File: config.mk
export PLATFORM = sky130hd
export DESIGN_NAME = acc_conv_ctrl
export DESIGN_NICKNAME = d
export VERILOG_FILES = /design/src/acc_pkg.sv /design/src/acc_conv_ctrl.sv
export VERILOG_INCLUDE_DIRS = /design/src
export SDC_FILE = /design/constraint.sdc
export NUM_CORES = 1
export LEC_CHECK = 0
export BUFFER_PORTS_ARGS = -buffer_cell sky130_fd_sc_hd__clkbuf_2
export CAP_MARGIN = 30
export CORE_MARGIN = 1
export CORE_UTILIZATION = 58
export CTS_BUF_LIST = sky130_fd_sc_hd__clkbuf_4
export DETAILED_ROUTE_END_ITERATION = 7
export PLACE_DENSITY = 0.91
export SLEW_MARGIN = 20
export SYNTH_ARGS = -nofsm -noshare
export SYNTH_HDL_FRONTEND = slang
export SYNTH_SLANG_ARGS = --single-unit
File: constraint.sdc
create_clock -name clk_sys -period 6.2 [get_ports clk_sys]
set_input_delay 1.24 -clock clk_sys [delete_from_list [all_inputs] [get_ports clk_sys]]
set_output_delay 1.24 -clock clk_sys [all_outputs]
set_load 0.05 [all_outputs]
File: src/acc_consts.svh
/*
 * constants for the converter conversion-control block: register offsets,
 * field positions, codes and timing counts.
 * assumes inclusion by bare name from the package and the design file.
 */
`ifndef ACC_CONSTS_SVH
`define ACC_CONSTS_SVH

// ****************************************
// register byte offsets (apb, word aligned)
// ****************************************
`define ACC_OFF_CTL0 12'h000
`define ACC_OFF_CTL1 12'h004
`define ACC_OFF_STAT 12'h008
`define ACC_OFF_IFG 12'h00c
`define ACC_OFF_IE 12'h010
`define ACC_OFF_CLK 12'h014
`define ACC_OFF_RESULT 12'h018
`define ACC_OFF_HWREV 12'h01c

// ****************************************
// first control register fields
// ****************************************
`define ACC_CTL0_ENC 0
`define ACC_CTL0_SC 1
`define ACC_CTL0_ON 4
`define ACC_CTL0_W 8

// ****************************************
// second control register fields
// ****************************************
`define ACC_CTL1_SEQ_LO 1
`define ACC_CTL1_SEQ_HI 2
`define ACC_CTL1_SHP 3
`define ACC_CTL1_TRG 4
`define ACC_CTL1_SSEL_LO 5
`define ACC_CTL1_SSEL_HI 6
`define ACC_CTL1_DIV_LO 8
`define ACC_CTL1_DIV_HI 10
`define ACC_CTL1_W 11

// ****************************************
// clock control fields
// ****************************************
`define ACC_CLK_SMOFF 0
`define ACC_CLK_W 1

// ****************************************
// codes
// ****************************************
`define ACC_SEQ_SINGLE 2'h0
`define ACC_SSEL_SUB 2'h3
`define ACC_DIV3 3'h2
`define ACC_DIV5 3'h4
`define ACC_DIV7 3'h6

// ****************************************
// interrupt flag bits
// ****************************************
`define ACC_IFG_DONE 0
`define ACC_IFG_HALT 1
`define ACC_IFG_HANG 2
`define ACC_IFG_OVR 3
`define ACC_IFG_W 4

// ****************************************
// timing: sample and conversion time in ns at 40 mhz
// ****************************************
`define ACC_CLK_NS 25
`define ACC_SAMPLE_NS 400
`define ACC_CONV_NS 1300
`define ACC_SAMPLE_CYC ((`ACC_SAMPLE_NS + `ACC_CLK_NS - 1) / `ACC_CLK_NS)
`define ACC_CONV_CYC ((`ACC_CONV_NS + `ACC_CLK_NS - 1) / `ACC_CLK_NS)
`define ACC_CNT_W 8
`define ACC_RES_W 12

// arbitrary hardware revision value
`define ACC_HWREV 32'h0000_00a5

`endif

File: src/acc_pkg.sv
/*
 * types for the conversion-control block.
 * assumes acc_consts.svh is reachable by bare name.
 */
`include "acc_consts.svh"
package acc_pkg;
  typedef struct packed {
    logic psel;
    logic penable;
    logic pwrite;
    logic [11:0] paddr;
    logic [31:0] pwdata;
  } acc_apb_req_s;

  typedef struct packed {
    logic pready;
    logic pslverr;
    logic [31:0] prdata;
  } acc_apb_rsp_s;

  typedef enum logic [2:0] {
    ACC_IDLE,
    ACC_SAMPLE,
    ACC_CONVERT,
    ACC_HALTED,
    ACC_HUNG
  } acc_state_e;
endpackage

File: src/acc_conv_ctrl.sv
/*
 * conversion-control logic of a 12-bit converter behind an apb slave:
 * start by software bit or timer trigger, sequence modes, retrigger halt,
 * clock-switch hang and interrupt status.
 * assumes one 40 mhz clock, synchronous trigger input, analog result input.
 */
// Summary of operation
// - timer trigger, single mode: any write to first control with conversion enable set re-arms a sample
// - normally only setting conversion enable arms; single timer mode departs from that
// - a trigger arriving while busy halts all later conversions in every mode other than single
// - trigger overrun flag is never set by an overrun, so cannot detect it
// - subsystem clock selected with off request set: switching source stops converter
// - that hang happens only for divider settings divide by three, five, seven
// - hang leaves only by reset, power-up clear, brownout or power cycle
`timescale 1ns/100ps
`default_nettype none
`include "acc_consts.svh"
module acc_conv_ctrl (
  // clock and reset
  input wire logic clk_sys,
  input wire logic reset,
  // apb slave
  input wire acc_pkg::acc_apb_req_s apb_req,
  output acc_pkg::acc_apb_rsp_s apb_rsp,
  // timer sample trigger and analog result
  input wire logic timer_trigger,
  input wire logic [`ACC_RES_W-1:0] analog_sample,
  // status
  output logic converter_busy_flag,
  output logic irq
);
  import acc_pkg::*;

  // ****************************************
  // registers
  // ****************************************
  logic [`ACC_CTL0_W-1:0] converter_control_first;
  logic [`ACC_CTL1_W-1:0] converter_control_second;
  logic [`ACC_CLK_W-1:0] clock_system_control_four;
  logic [`ACC_IFG_W-1:0] irq_status;
  logic [`ACC_IFG_W-1:0] irq_mask;
  logic [`ACC_RES_W-1:0] result;
  acc_state_e state;
  logic [`ACC_CNT_W-1:0] cnt;
  logic armed;

  logic wr_acc, rd_acc;
  logic wr_ctl0, wr_ctl1;
  logic conversion_enable_bit, converter_power_on_bit;
  logic [1:0] sequence_mode_field;
  logic sample_pulse_mode_bit, trigger_select;
  logic [1:0] conversion_clock_select;
  logic [2:0] conversion_clock_divider;
  logic subsystem_clock_off_request;
  logic next_enc;
  logic sw_start, tmr_start, start_req;
  logic done_ev, halt_ev, hang_ev;
  logic odd_div, clk_switch;
  logic [1:0] next_ssel;
  logic [2:0] next_div;

  assign wr_acc = apb_req.psel && apb_req.penable && apb_req.pwrite;
  assign rd_acc = apb_req.psel && !apb_req.pwrite;
  assign wr_ctl0 = wr_acc && apb_req.paddr == `ACC_OFF_CTL0;
  assign wr_ctl1 = wr_acc && apb_req.paddr == `ACC_OFF_CTL1;

  assign conversion_enable_bit = converter_control_first[`ACC_CTL0_ENC];
  assign converter_power_on_bit = converter_control_first[`ACC_CTL0_ON];
  assign sequence_mode_field = converter_control_second[`ACC_CTL1_SEQ_HI:`ACC_CTL1_SEQ_LO];
  assign sample_pulse_mode_bit = converter_control_second[`ACC_CTL1_SHP];
  assign trigger_select = converter_control_second[`ACC_CTL1_TRG];
  assign conversion_clock_select = converter_control_second[`ACC_CTL1_SSEL_HI:`ACC_CTL1_SSEL_LO];
  assign conversion_clock_divider = converter_control_second[`ACC_CTL1_DIV_HI:`ACC_CTL1_DIV_LO];
  assign subsystem_clock_off_request = clock_system_control_four[`ACC_CLK_SMOFF];
  assign next_ssel = apb_req.pwdata[`ACC_CTL1_SSEL_HI:`ACC_CTL1_SSEL_LO];
  assign next_div = apb_req.pwdata[`ACC_CTL1_DIV_HI:`ACC_CTL1_DIV_LO];
  assign next_enc = apb_req.pwdata[`ACC_CTL0_ENC];

  // ****************************************
  // apb write side
  // ****************************************
  always_ff @(posedge clk_sys) begin
    if (reset) begin
      converter_control_first <= '0;
    end else if (wr_ctl0) begin
      // start bit is self clearing
      converter_control_first <= apb_req.pwdata[`ACC_CTL0_W-1:0] & ~(`ACC_CTL0_W'(1) << `ACC_CTL0_SC);
    end
  end

  always_ff @(posedge clk_sys) begin
    if (reset) begin
      converter_control_second <= '0;
    end else if (wr_ctl1) begin
      converter_control_second <= apb_req.pwdata[`ACC_CTL1_W-1:0];
    end
  end

  always_ff @(posedge clk_sys) begin
    if (reset) begin
      clock_system_control_four <= '0;
    end else if (wr_acc && apb_req.paddr == `ACC_OFF_CLK) begin
      clock_system_control_four <= apb_req.pwdata[`ACC_CLK_W-1:0];
    end
  end

  always_ff @(posedge clk_sys) begin
    if (reset) begin
      irq_mask <= '0;
    end else if (wr_acc && apb_req.paddr == `ACC_OFF_IE) begin
      irq_mask <= apb_req.pwdata[`ACC_IFG_W-1:0];
    end
  end

  // ****************************************
  // start logic
  // ****************************************
  // arming: timer triggers fire only while armed and enabled
  always_ff @(posedge clk_sys) begin
    if (reset) begin
      armed <= 1'b0;
    end else if (wr_ctl0 && sequence_mode_field == `ACC_SEQ_SINGLE && trigger_select) begin
      armed <= next_enc;
    end else if (wr_ctl0 && next_enc && !conversion_enable_bit) begin
      armed <= 1'b1;
    end else if (wr_ctl0 && !next_enc) begin
      armed <= 1'b0;
    end else if (tmr_start && sequence_mode_field == `ACC_SEQ_SINGLE) begin
      armed <= 1'b0;
    end
  end

  assign sw_start = wr_ctl0 && apb_req.pwdata[`ACC_CTL0_SC] && next_enc && !trigger_select;
  assign tmr_start = trigger_select && timer_trigger && conversion_enable_bit && armed;
  assign start_req = (sw_start || tmr_start) && converter_power_on_bit;

  // ****************************************
  // clock switch hang detect
  // ****************************************
  assign odd_div = conversion_clock_divider == `ACC_DIV3 || conversion_clock_divider == `ACC_DIV5 ||
                   conversion_clock_divider == `ACC_DIV7;
  assign clk_switch = wr_ctl1 && conversion_clock_select == `ACC_SSEL_SUB && next_ssel != `ACC_SSEL_SUB;
  assign hang_ev = clk_switch && subsystem_clock_off_request && odd_div && state != ACC_HUNG;

  // ****************************************
  // conversion sequencer
  // ****************************************
  assign converter_busy_flag = state == ACC_SAMPLE || state == ACC_CONVERT;
  assign halt_ev = start_req && converter_busy_flag && sequence_mode_field != `ACC_SEQ_SINGLE;

  always_ff @(posedge clk_sys) begin
    if (reset) begin
      state <= ACC_IDLE;
      cnt <= '0;
    end else if (hang_ev || state == ACC_HUNG) begin
      state <= ACC_HUNG;
    end else if (!converter_power_on_bit) begin
      state <= ACC_IDLE;
      cnt <= '0;
    end else begin
      unique case (state)
        ACC_IDLE: begin
          if (start_req) begin
            state <= ACC_SAMPLE;
            cnt <= `ACC_CNT_W'(`ACC_SAMPLE_CYC - 1);
          end
        end
        ACC_SAMPLE, ACC_CONVERT: begin
          if (halt_ev) begin
            state <= ACC_HALTED;
          end else if (cnt != '0) begin
            cnt <= cnt - `ACC_CNT_W'(1);
          end else if (state == ACC_SAMPLE) begin
            state <= ACC_CONVERT;
            cnt <= `ACC_CNT_W'(`ACC_CONV_CYC - 1);
          end else if (sequence_mode_field != `ACC_SEQ_SINGLE && conversion_enable_bit && !sample_pulse_mode_bit) begin
            state <= ACC_SAMPLE;
            cnt <= `ACC_CNT_W'(`ACC_SAMPLE_CYC - 1);
          end else begin
            state <= ACC_IDLE;
          end
        end
        ACC_HALTED: begin
          state <= ACC_HALTED;
        end
        ACC_HUNG: begin
          state <= ACC_HUNG;
        end
      endcase
    end
  end

  assign done_ev = state == ACC_CONVERT && cnt == '0 && converter_power_on_bit && !halt_ev && !hang_ev;

  always_ff @(posedge clk_sys) begin
    if (reset) begin
      result <= '0;
    end else if (done_ev) begin
      result <= analog_sample;
    end
  end

  // ****************************************
  // interrupt status: set wins over write-one clear
  // ****************************************
  logic [`ACC_IFG_W-1:0] set_vec;
  logic [`ACC_IFG_W-1:0] clr_vec;
  // overrun bit never sets on a trigger overrun
  assign set_vec = {1'b0, hang_ev, halt_ev, done_ev};
  assign clr_vec = (wr_acc && apb_req.paddr == `ACC_OFF_IFG) ? apb_req.pwdata[`ACC_IFG_W-1:0] : '0;

  always_ff @(posedge clk_sys) begin
    if (reset) begin
      irq_status <= '0;
    end else begin
      irq_status <= (irq_status & ~clr_vec) | set_vec;
    end
  end

  assign irq = |(irq_status & irq_mask);

  // ****************************************
  // apb read side
  // ****************************************
  logic [31:0] next_rdata;
  logic next_err;
  always_comb begin
    next_rdata = '0;
    next_err = 1'b0;
    unique case (apb_req.paddr)
      `ACC_OFF_CTL0: next_rdata = 32'(converter_control_first);
      `ACC_OFF_CTL1: next_rdata = 32'(converter_control_second);
      `ACC_OFF_STAT: next_rdata = {28'h0, armed, state == ACC_HUNG, state == ACC_HALTED, converter_busy_flag};
      `ACC_OFF_IFG: next_rdata = 32'(irq_status);
      `ACC_OFF_IE: next_rdata = 32'(irq_mask);
      `ACC_OFF_CLK: next_rdata = 32'(clock_system_control_four);
      `ACC_OFF_RESULT: next_rdata = 32'(result);
      `ACC_OFF_HWREV: next_rdata = `ACC_HWREV;
      default: next_err = 1'b1;
    endcase
  end

  // data registered in setup phase, answered in first access cycle
  logic [31:0] rdata_q;
  logic rerr_q;
  always_ff @(posedge clk_sys) begin
    if (reset) begin
      rdata_q <= '0;
      rerr_q <= 1'b0;
    end else if (apb_req.psel && !apb_req.penable) begin
      rdata_q <= rd_acc ? next_rdata : '0;
      rerr_q <= next_err;
    end
  end

  assign apb_rsp = '{pready: 1'b1, pslverr: rerr_q, prdata: rdata_q};
endmodule // acc_conv_ctrl
`default_nettype wire

; ---- Word-level counts from Yosys, hierarchy flattened
; Cells that the tools add are included.
[word_totals]
wordCells = 129
out_inout_bits = 36
reg_bits = 84
[op_classes]
n_reduce_logical = 62
bitwise = 6
muxes = 23
n_eq_ne = 25
add_sub_neg = 1
[op_table]
columns = cell, n
row1 = $pmux W12 S8, 1
row2 = $eq A12 B5 Y1 const B, 4
row3 = $mux W8, 6
row4 = $logic_and A1 B1 Y1, 35
row5 = $mux W32, 1
row6 = $eq A12 B4 Y1 const B, 2
row7 = $pmux W8 S2, 1
row8 = $mux W3, 5
row9 = $eq A12 B3 Y1 const B, 1
row10 = $logic_not A12 Y1, 1
row11 = $ne A3 B3 Y1 const B, 4
row12 = $pmux W3 S4, 1
row13 = $ne A5 B5 Y1 const B, 2
row14 = $eq A3 B2 Y1 const B, 3
row15 = $eq A3 B3 Y1 const B, 3
row16 = $and A4 B4 Y4, 2
row17 = $logic_not A1 Y1, 8
row18 = $logic_not A8 Y1, 1
row19 = $reduce_bool A8 Y1, 1
row20 = $reduce_or A8 Y1, 1
row21 = $sub A8 B1 Y8 const B, 1
row22 = $mux W1, 6
row23 = $logic_or A1 B1 Y1, 5
row24 = $reduce_and A5 Y1, 1
row25 = other kinds (18), 21

; ---- Depth between registers and ports, before layout
; Gate-level depths: netlist (run 1).
[depth]
depth_word = 14
mapped_depth = 9

; ---- Worst setup path after synthesis (run 1)
; OpenSTA, ideal clock, no wires.
[synth_timing]
path_kind = input -> register
from = in apb_req[44] (netlist name)
to = reg cnt[7]
setup_ns = 0.120
cell_stages = 6
t_arrival_ns = 2.810
setup_slack_ns = 3.271
path_buffers = 0
t_required_ns = 6.080
path_cell_list = nand3_1 -> or4_1 -> o31ai_1 -> a21oi_1 -> and3_1 -> a211o_1
[synth_between]
elab_chain_len = 11
word_cells_on_any_way = 20
cone_classes = 2 x eq/ne / 1 x bitwise / 17 x reduce/logical
[synth_rtl]
columns = element, line_no
row1 = start: declaration, acc_conv_ctrl.sv:23  ; input wire acc_pkg::acc_apb_req_s apb_req,
row2 = $logic_and A1 B1 Y1 (*), acc_conv_ctrl.sv:62  ; assign wr_acc = apb_req.psel && apb_req.penable && apb_req.pwrite;
row3 = $logic_and A1 B1 Y1 (no source line), n/a
row4 = $logic_and A1 B1 Y1 (3 in a row), acc_conv_ctrl.sv:133  ; assign sw_start = wr_ctl0 && apb_req.pwdata[`ACC_CTL0_SC] && next_enc && !trigger_select;
row5 = $logic_or A1 B1 Y1, acc_conv_ctrl.sv:135  ; assign start_req = (sw_start || tmr_start) && converter_power_on_bit;
row6 = $logic_and A1 B1 Y1, acc_conv_ctrl.sv:135
row7 = $logic_and A1 B1 Y1, acc_conv_ctrl.sv:149  ; assign halt_ev = start_req && converter_busy_flag && sequence_mode_field != `ACC_SEQ_SINGLE;
row8 = $logic_and A1 B1 Y1 (no source line), n/a
row9 = $ne A3 B3 Y1 (no source line), n/a
row10 = $reduce_and A5 Y1 (no source line) (*), n/a
row11 = end signal: assignment, acc_conv_ctrl.sv:165  ; cnt <= `ACC_CNT_W'(`ACC_SAMPLE_CYC - 1);
row12 = end signal: assignment, acc_conv_ctrl.sv:172  ; cnt <= cnt - `ACC_CNT_W'(1);
row13 = end signal: assignment, acc_conv_ctrl.sv:175  ; cnt <= `ACC_CNT_W'(`ACC_CONV_CYC - 1);
row14 = end: declaration, acc_conv_ctrl.sv:44  ; logic [`ACC_CNT_W-1:0] cnt;
; Every way passes the cells marked *; elsewhere a longest branch is shown, timed or not.
; A chain may end at the register's enable or synchronous reset.

; ---- Worst setup path after layout (run 1)
[layout_timing]
from = in apb_req[33] (netlist name)
to = reg armed
[layout_between]
elab_chain_len = 6
word_cells_on_any_way = 11
cone_classes = 3 x mux / 8 x reduce/logical
[layout_rtl]
columns = element, line_no
row1 = $logic_not A12 Y1 (*), n/a
row2 = $logic_and A1 B1 Y1 (no source line) (*), n/a
row3 = $logic_and A1 B1 Y1 (on tied branches), "acc_conv_ctrl.sv:126, acc_conv_ctrl.sv:124"
row4 = $mux W1 / $logic_and A1 B1 Y1 (equally long branches), "acc_conv_ctrl.sv:126, acc_conv_ctrl.sv:124"
row5 = $mux W1, acc_conv_ctrl.sv:124  ; end else if (wr_ctl0 && next_enc && !conversion_enable_bit) begin
row6 = $mux W1, acc_conv_ctrl.sv:122  ; end else if (wr_ctl0 && sequence_mode_field == `ACC_SEQ_SINGLE && trigger_select) begin
row7 = end signal: assignment, acc_conv_ctrl.sv:123  ; armed <= next_enc;
row8 = end: declaration, acc_conv_ctrl.sv:45  ; logic armed;
; Marks and branches as above.

==> metrics.txt, run 1 <==
status=completed; io pins=98; Hold Path Class=reg -> reg; EDFF count, synth=0; Post-Syn Instances=408; CP arrival=3460 ps; final setup TNS=0 ps; Comb pwr share=8.7%; Cell variety after synth=57; Layout Area Growth over Synthesis=10.38%; Worst-Skew Late Latency=410 ps; clock slew at reported path FFs=130 ps; # setup viols final=0; Final Hold Vio Count=0; # fillers=444; CP Max Fanout=10; maxcap violations=0; Crit path max-delay family=simple AND/OR/NAND/NOR gates; RSZ-0062 raised after global routing=no; leakage=0.001512 uW; die height=77.99 um; relative slew slack=48.21%; num rows=27; share of cells above drive strength 1=18.78%; total CTS buffers=9; Register-to-Register Setup Slack=3510 ps; TritonCTS Sinks=64; final WL=8404 um; first-pass GRT wire length=13920 um; fmax=318.3 MHz; CP Data Required Time=6520 ps; crit path cell chain=clkbuf_2 > nor4_1 > and3_1 > and2_0 > nand2_1 > a21o_1 > a211oi_1; sequential-to-total area share from yosys stat=38.25%; GRT Resource Usage Total=29.36%; largest net degree at the start of global routing=60; max-slew violations=0; Post-CTS Setup Inserts=0; WL per Instance=15.86 um; Iteration-0 DRC Markers=305; Synth Warn #=0; crit end category=register; CTS tree=done; Worst Skew=16.28 ps; Post-CTS Resized=0; max incr delay on CP=480 ps; pwr dens=209.3 mW/mm2; Die Wd=77.99 um; CP startpoint kind=input port; total gr overflow=0; Final period util=50.68%; # diodes=0; DP Wirelength=6048 um; placed inst area=0.003552 mm2; sequential share of power=53.2%; Int Power=552.8 uW; Placer Congestion=0.9944; Total Power=774.0 uW; core area=0.005540 mm2; WP buf/inv=1; Least-Margin Pin Slew=770.9 ps; vias in the first global route=3033; Final Cell Area=0.003697 mm2; DR pass1 iterations=5; H-tree Lvls=3; vias per cell=5.906; Synth Area per Inst=8.209 um2; #FFs+latches synth=64; Total Nets Final=517; sw frac=28.57%; Net Switching=221.2 uW; Mapped Area=0.003349 mm2; peak supply drop=0.0002327 V; Clock Tree Root=clkbuf_4; Period minus WS final=3142 ps; clock buffer depth=2; initial antenna violation count=0; Initial Util=60.46%; # DRC=0; hold slack=470.5 ps; number of port buffers=55; via count=3130; post-route ant nets=0; WS Path Type=in -> reg; Top FF cell, synth=dfxtp_1; die area=0.006082 mm2; Clk pwr share=38.1%; asr flop ratio synth=0%; Critical Path Slowest Stage Cell=and3_1; hold_buf cts=0
## kinds of logic after synthesis
group                      synth area share, %
AOI/OAI and AO/OA                        19.69
xor gates and xnor gates                0.7846
adders and majority gates               0.7470
buffers and inverters                    9.264
DFF                                      38.25
muxes                                    8.480
other                                   0.2242
and+or+nand+nor                          22.56
## synth_stat cells (3+ instances only)
cell type	instances	area (um2)
dfxtp_1	64	1281
nor2_1	55	206.5
nand2_1	42	157.7
a21oi_1	28	140.1
mux2i_1	25	250.2
buf_4	22	165.2
clkbuf_1	18	67.56
o21ai_0	13	65.06
inv_1	11	41.29
nor3_1	11	55.05
a22oi_1	8	60.06
and3_1	8	50.05
nand2b_1	7	43.79
nand3_1	7	35.03
nor2b_1	7	43.79
a211oi_1	6	45.04
a22o_1	4	35.03
a211o_1	3	26.28
a221o_1	3	30.03
a221oi_1	3	26.28
a222oi_1	3	30.03
a31oi_1	3	18.77
nand4_1	3	18.77
nor3b_1	3	22.52
nor4_1	3	18.77
or2_2	3	18.77
or3_1	3	18.77
## per-layer routing
metal	wire, um	global-route usage [%]
met1	3375	34.73
met2	4094	49.38
met3	668	7.765
met4	265	13.89
met5	0	0
## through the flow
step | setup WS, ps | utilization [%] | instances
after global routing | 2915 | 66.73 | 530
final | 3058 | 66.73 | 530
after global placement | 2746 | 64.02 | 513
after detailed placement | 2669 | 64.11 | 514
after floorplan | 3271 | - | 427
after CTS | 3103 | 66.73 | 530
## power groups by stage
stage                     clock [uW]  sequential, uW  combinational (uW)
after floorplan                    0             421                57.9
after global placement             0             421                65.9
after detailed placement           0             421                66.5
after CTS                        298             412                66.9
after global routing             321             412                71.8
final                            295             412                67.3
## worst min-delay path: cells and delay by family (launching register included)
kind               cells  cell delay, ps
AOI/OAI and AO/OA      1              50
DFF                    1             340
and+or+nand+nor        1              50
## final timing paths
| kind | depth (start not counted) | to | start |
|---|---|---|---|
| max | 7 | armed | apb_req[33] |
| min | 2 | converter_control_second[7] | converter_control_second[7] |
| max reg2reg | 8 | result[4] | cnt[0] |
| min reg2reg | 2 | converter_control_second[7] | converter_control_second[7] |
## registers in the layout, indices dropped and copies added (netlist names)
signal	cells
rdata_q	12
result	12
converter_control_second	11
cnt	8
converter_control_first	7
irq_mask	4
irq_status	4
state	3
armed	1
clock_system_control_four	1
rerr_q	1
## layout make-up
class	instances	area, um2	area share (%)
sequential	64	1281	34.65
inverter	11	41.29	1.117
multi-input combinational	307	1829	49.48
clock inverter	7	77.57	2.098
timing repair buffer	60	310.3	8.393
clock buffer	9	67.56	1.827
tap	72	90.09	2.437
## layout by cell type, fill, tap and decap left out, types with 3 or more instances in the layout
master,synthesis,routed
a211o_1,3,3
a211oi_1,6,6
a21oi_1,28,28
a221o_1,3,3
a221oi_1,3,3
a222oi_1,3,3
a22o_1,4,4
a22oi_1,8,8
a31oi_1,3,3
and3_1,8,8
buf_4,22,4
clkbuf_2,0,55
clkbuf_4,0,9
conb_1,2,21
dfxtp_1,64,64
inv_1,11,11
inv_6,0,3
mux2i_1,25,25
nand2_1,42,42
nand2b_1,7,7
nand3_1,7,7
nand4_1,3,3
nor2_1,55,55
nor2b_1,7,7
nor3_1,11,11
nor3b_1,3,3
nor4_1,3,3
o21ai_0,13,13
or2_2,3,3
or3_1,3,3
No activity file was read; power rests on OpenSTA's default activity.
==> inputs of run 2 (changes only) <==
--- a/config.mk
+++ b/config.mk
@@ -6,13 +6,14 @@
 export SDC_FILE = /design/constraint.sdc
 export NUM_CORES = 1
 export LEC_CHECK = 0
+export ABC_AREA = 1
 export BUFFER_PORTS_ARGS = -buffer_cell sky130_fd_sc_hd__clkbuf_2
 export CAP_MARGIN = 30
 export CORE_MARGIN = 1
-export CORE_UTILIZATION = 58
+export CORE_UTILIZATION = 49
 export CTS_BUF_LIST = sky130_fd_sc_hd__clkbuf_4
 export DETAILED_ROUTE_END_ITERATION = 7
-export PLACE_DENSITY = 0.91
+export PLACE_DENSITY = 0.81
 export SLEW_MARGIN = 20
 export SYNTH_ARGS = -nofsm -noshare
 export SYNTH_HDL_FRONTEND = slang
==> constraint.sdc (replaced) <==
create_clock -name clk_sys -period 2.7 [get_ports clk_sys]
set_input_delay 0.54 -clock clk_sys [delete_from_list [all_inputs] [get_ports clk_sys]]
set_output_delay 0.54 -clock clk_sys [all_outputs]
set_load 0.05 [all_outputs]
==> metrics.txt, run 2 <==
Hold Path Class=in -> reg; first-pass GRT wire length=14960 um (+7.4%); H-tree Lvls=3 (unchanged); share of cells above drive strength 1=19.63% (+0.86 points); worst hold path cell count=3 (+1); number of port buffers=55 (unchanged); clock slew at reported path FFs=120 ps (about the same); initial antenna violation count=0 (unchanged); Register-to-Register Setup Slack=810 ps (-2700 ps); final WL=8764 um (+4.3%); core area=0.007214 mm2 (+30%); leakage=0.001932 uW (+28%); largest cells by area after synthesis=dfxtp_1 35%, nand2_1 11%, a21oi_1 7.0%; met2 WL=4381 um (+7.0%); peak supply drop=0.0002810 V (+21%); Post-Syn Instances=543 (+33%); vias in the first global route=3361 (+11%); Post-CTS Setup Inserts=0 (unchanged); share of the synthesized area in the top cell type=35.15% (-3.1 points); FF-to-FF path depth=9 (+1); #FFs+latches synth=64 (unchanged); io pins=98 (unchanged); post-synthesis xor/xnor area fraction=0.2403% (-0.54 points); Post-CTS Resized=0 (unchanged); DR pass1 iterations=5 (unchanged); largest net degree at the start of global routing=26 (-57%); Layout Area Growth over Synthesis=12.36%; asr flop ratio synth=0% (unchanged); EDFF count, synth=0 (unchanged); die area=0.007787 mm2 (+28%); setup ws final=714.7 ps (-2343 ps); # setup viols final=0 (unchanged); Mapped Area=0.003645 mm2 (+8.8%); Worst-Skew Late Latency=420 ps (about the same); Period minus WS final=1985 ps; Iteration-0 DRC Markers=275 (-9.8%); total CTS buffers=9 (unchanged); maxcap violations=0 (unchanged); sequential-to-total area share from yosys stat=35.15% (-3.1 points); WS Path Type=reg -> out; highest-count cells in the layout ignoring fill and taps=107 x nand2_1, 66 x inv_1, 64 x dfxtp_1, 56 x nor2_1, 55 x clkbuf_2; CP startpoint kind=register; GRT Resource Usage Total=24.72% (-4.6 points); status=completed; relative slew slack=52.81% (+4.6 points); TritonCTS Sinks=64 (unchanged); WL per Instance=12.52 um (-21%); max-slew violations=0 (unchanged); vias per cell=5.207 (-12%); dpl cells=684 (+33%); Total Nets Final=660 (+28%); Clock Tree Root=clkbuf_4; worst r2r src=cnt[0]; Synth Area per Inst=6.712 um2 (-18%); Final Hold Vio Count=0 (unchanged); # diodes=0 (unchanged); top routing layer in use=met4; Post-synth top cells=107 x nand2_1, 66 x inv_1, 64 x dfxtp_1; # fillers=731 (+65%); routed wl met3=444 um (-34%); hold path endpoint=result[11]; Synth Warn #=0 (unchanged); Top FF cell, synth=dfxtp_1; CP arrival=1450 ps (-2010 ps); Least-Margin Pin Slew=705.3 ps (-65.66 ps); Adder-Cell Fraction of Synth Area=0.6866% (-0.061 points); CP Max Fanout=9 (-1); clock buffer depth=2 (unchanged); Die Wd=88.25 um (+13%); CTS tree=done; commonest non-fill, non-tap cell in the layout=nand2_1; Final period util=73.53%; placed inst area=0.003908 mm2 (+10%); crit end category=output pin; Simple-Gate Fraction of Synth Area=34.78% (+12 points); most frequent cell after synthesis=nand2_1; post-route ant nets=0 (unchanged); pre-CTS setup slack=574.3 ps (-2095 ps); pwr dens=475.4 mW/mm2 (+130%); fin cells=700 (+32%); Worst R2R End=result[7]; Hold Startpoint=analog_sample[11]; total gr overflow=0 (unchanged); Cell variety after synth=38 (-33%); largest family of logic cells by synthesized area=simple AND/OR/NAND/NOR gates; compound-cell area share of the yosys netlist=14.07% (-5.6 points); Placer Congestion=0.9744 (-2.0%); mux share of post-synthesis cell area=0% (-8.5 points); leading area contributor after synthesis=dfxtp_1; # DRC=0 (unchanged); fmax=503.7 MHz; Largest regs=rdata_q (12), result (12), converter_control_second (11); num rows=31 (+15%); Worst Skew=14.72 ps (-1.569 ps); hold_buf cts=0 (unchanged); Met1 Wirelength=3662 um (+8.5%); RSZ-0062 raised after global routing=no; Initial Util=50.52% (-9.9 points); die height=88.25 um (+13%); CP Data Required Time=2160 ps (-4360 ps); Total Power=1947 uW (+150%); final setup TNS=0 ps (unchanged); via count=3645 (+16%); DP Wirelength=6626 um (+9.6%); Final Cell Area=0.004095 mm2 (+11%)
## run 2: worst max path at each step
stage	start	end	slack, ps	depth (start not counted)
floorplan	apb_req[43]	result[10]	1000	11
detailed placement	apb_req[46]	result[6]	570	10
global route	cnt[0]	result[10]	610	9
CTS	state[1]	converter_busy_flag	700	4
global placement	apb_req[46]	result[5]	650	10
finish	state[0]	converter_busy_flag	710	4
## run 2: logic make-up after synthesis
family / count (synthesis)
buf+inv: 116
other cells: 2
simple gates: 259
compound gates: 99
xor+xnor: 1
fa+ha+maj: 2
flops: 64
## run 2: report_power, final
part	internal, uW	switching, uW
sequential	945	0.531
combinational	36.0	128
clock	470	368
## run 2: layout make-up
type | count | area, um2 | area share [%]
multi-input combinational | 382 | 1893 | 46.23
sequential | 64 | 1281 | 31.29
timing repair buffer | 60 | 312.8 | 7.638
clock inverter | 7 | 120.1 | 2.933
inverter | 79 | 296.5 | 7.241
tap | 99 | 123.9 | 3.025
clock buffer | 9 | 67.56 | 1.650
## run 2: metal layers
layer | vias up | global-route usage, %
met5 | - | 0
met4 | 0 | 11.44
met3 | 33 | 5.037
met2 | 125 | 41.61
met1 | 1664 | 30.43
li1 | 1823 | -
## run 2: worst max-delay path: stages, from the launching register on
cell,delay [ps]
dfxtp_1,360
inv_2,90
nand3_2,120
nand2_4,160
clkbuf_2,290
## run 2: per-stage QoR
stage	utilization [%]	hold slack, ps
4_1_cts	56.76	334.4
3_5_place_dp	54.16	443.3
2_1_floorplan	-	424.3
6_report	56.76	344.5
3_3_place_gp	54.16	434.8
5_1_grt	56.76	336.8
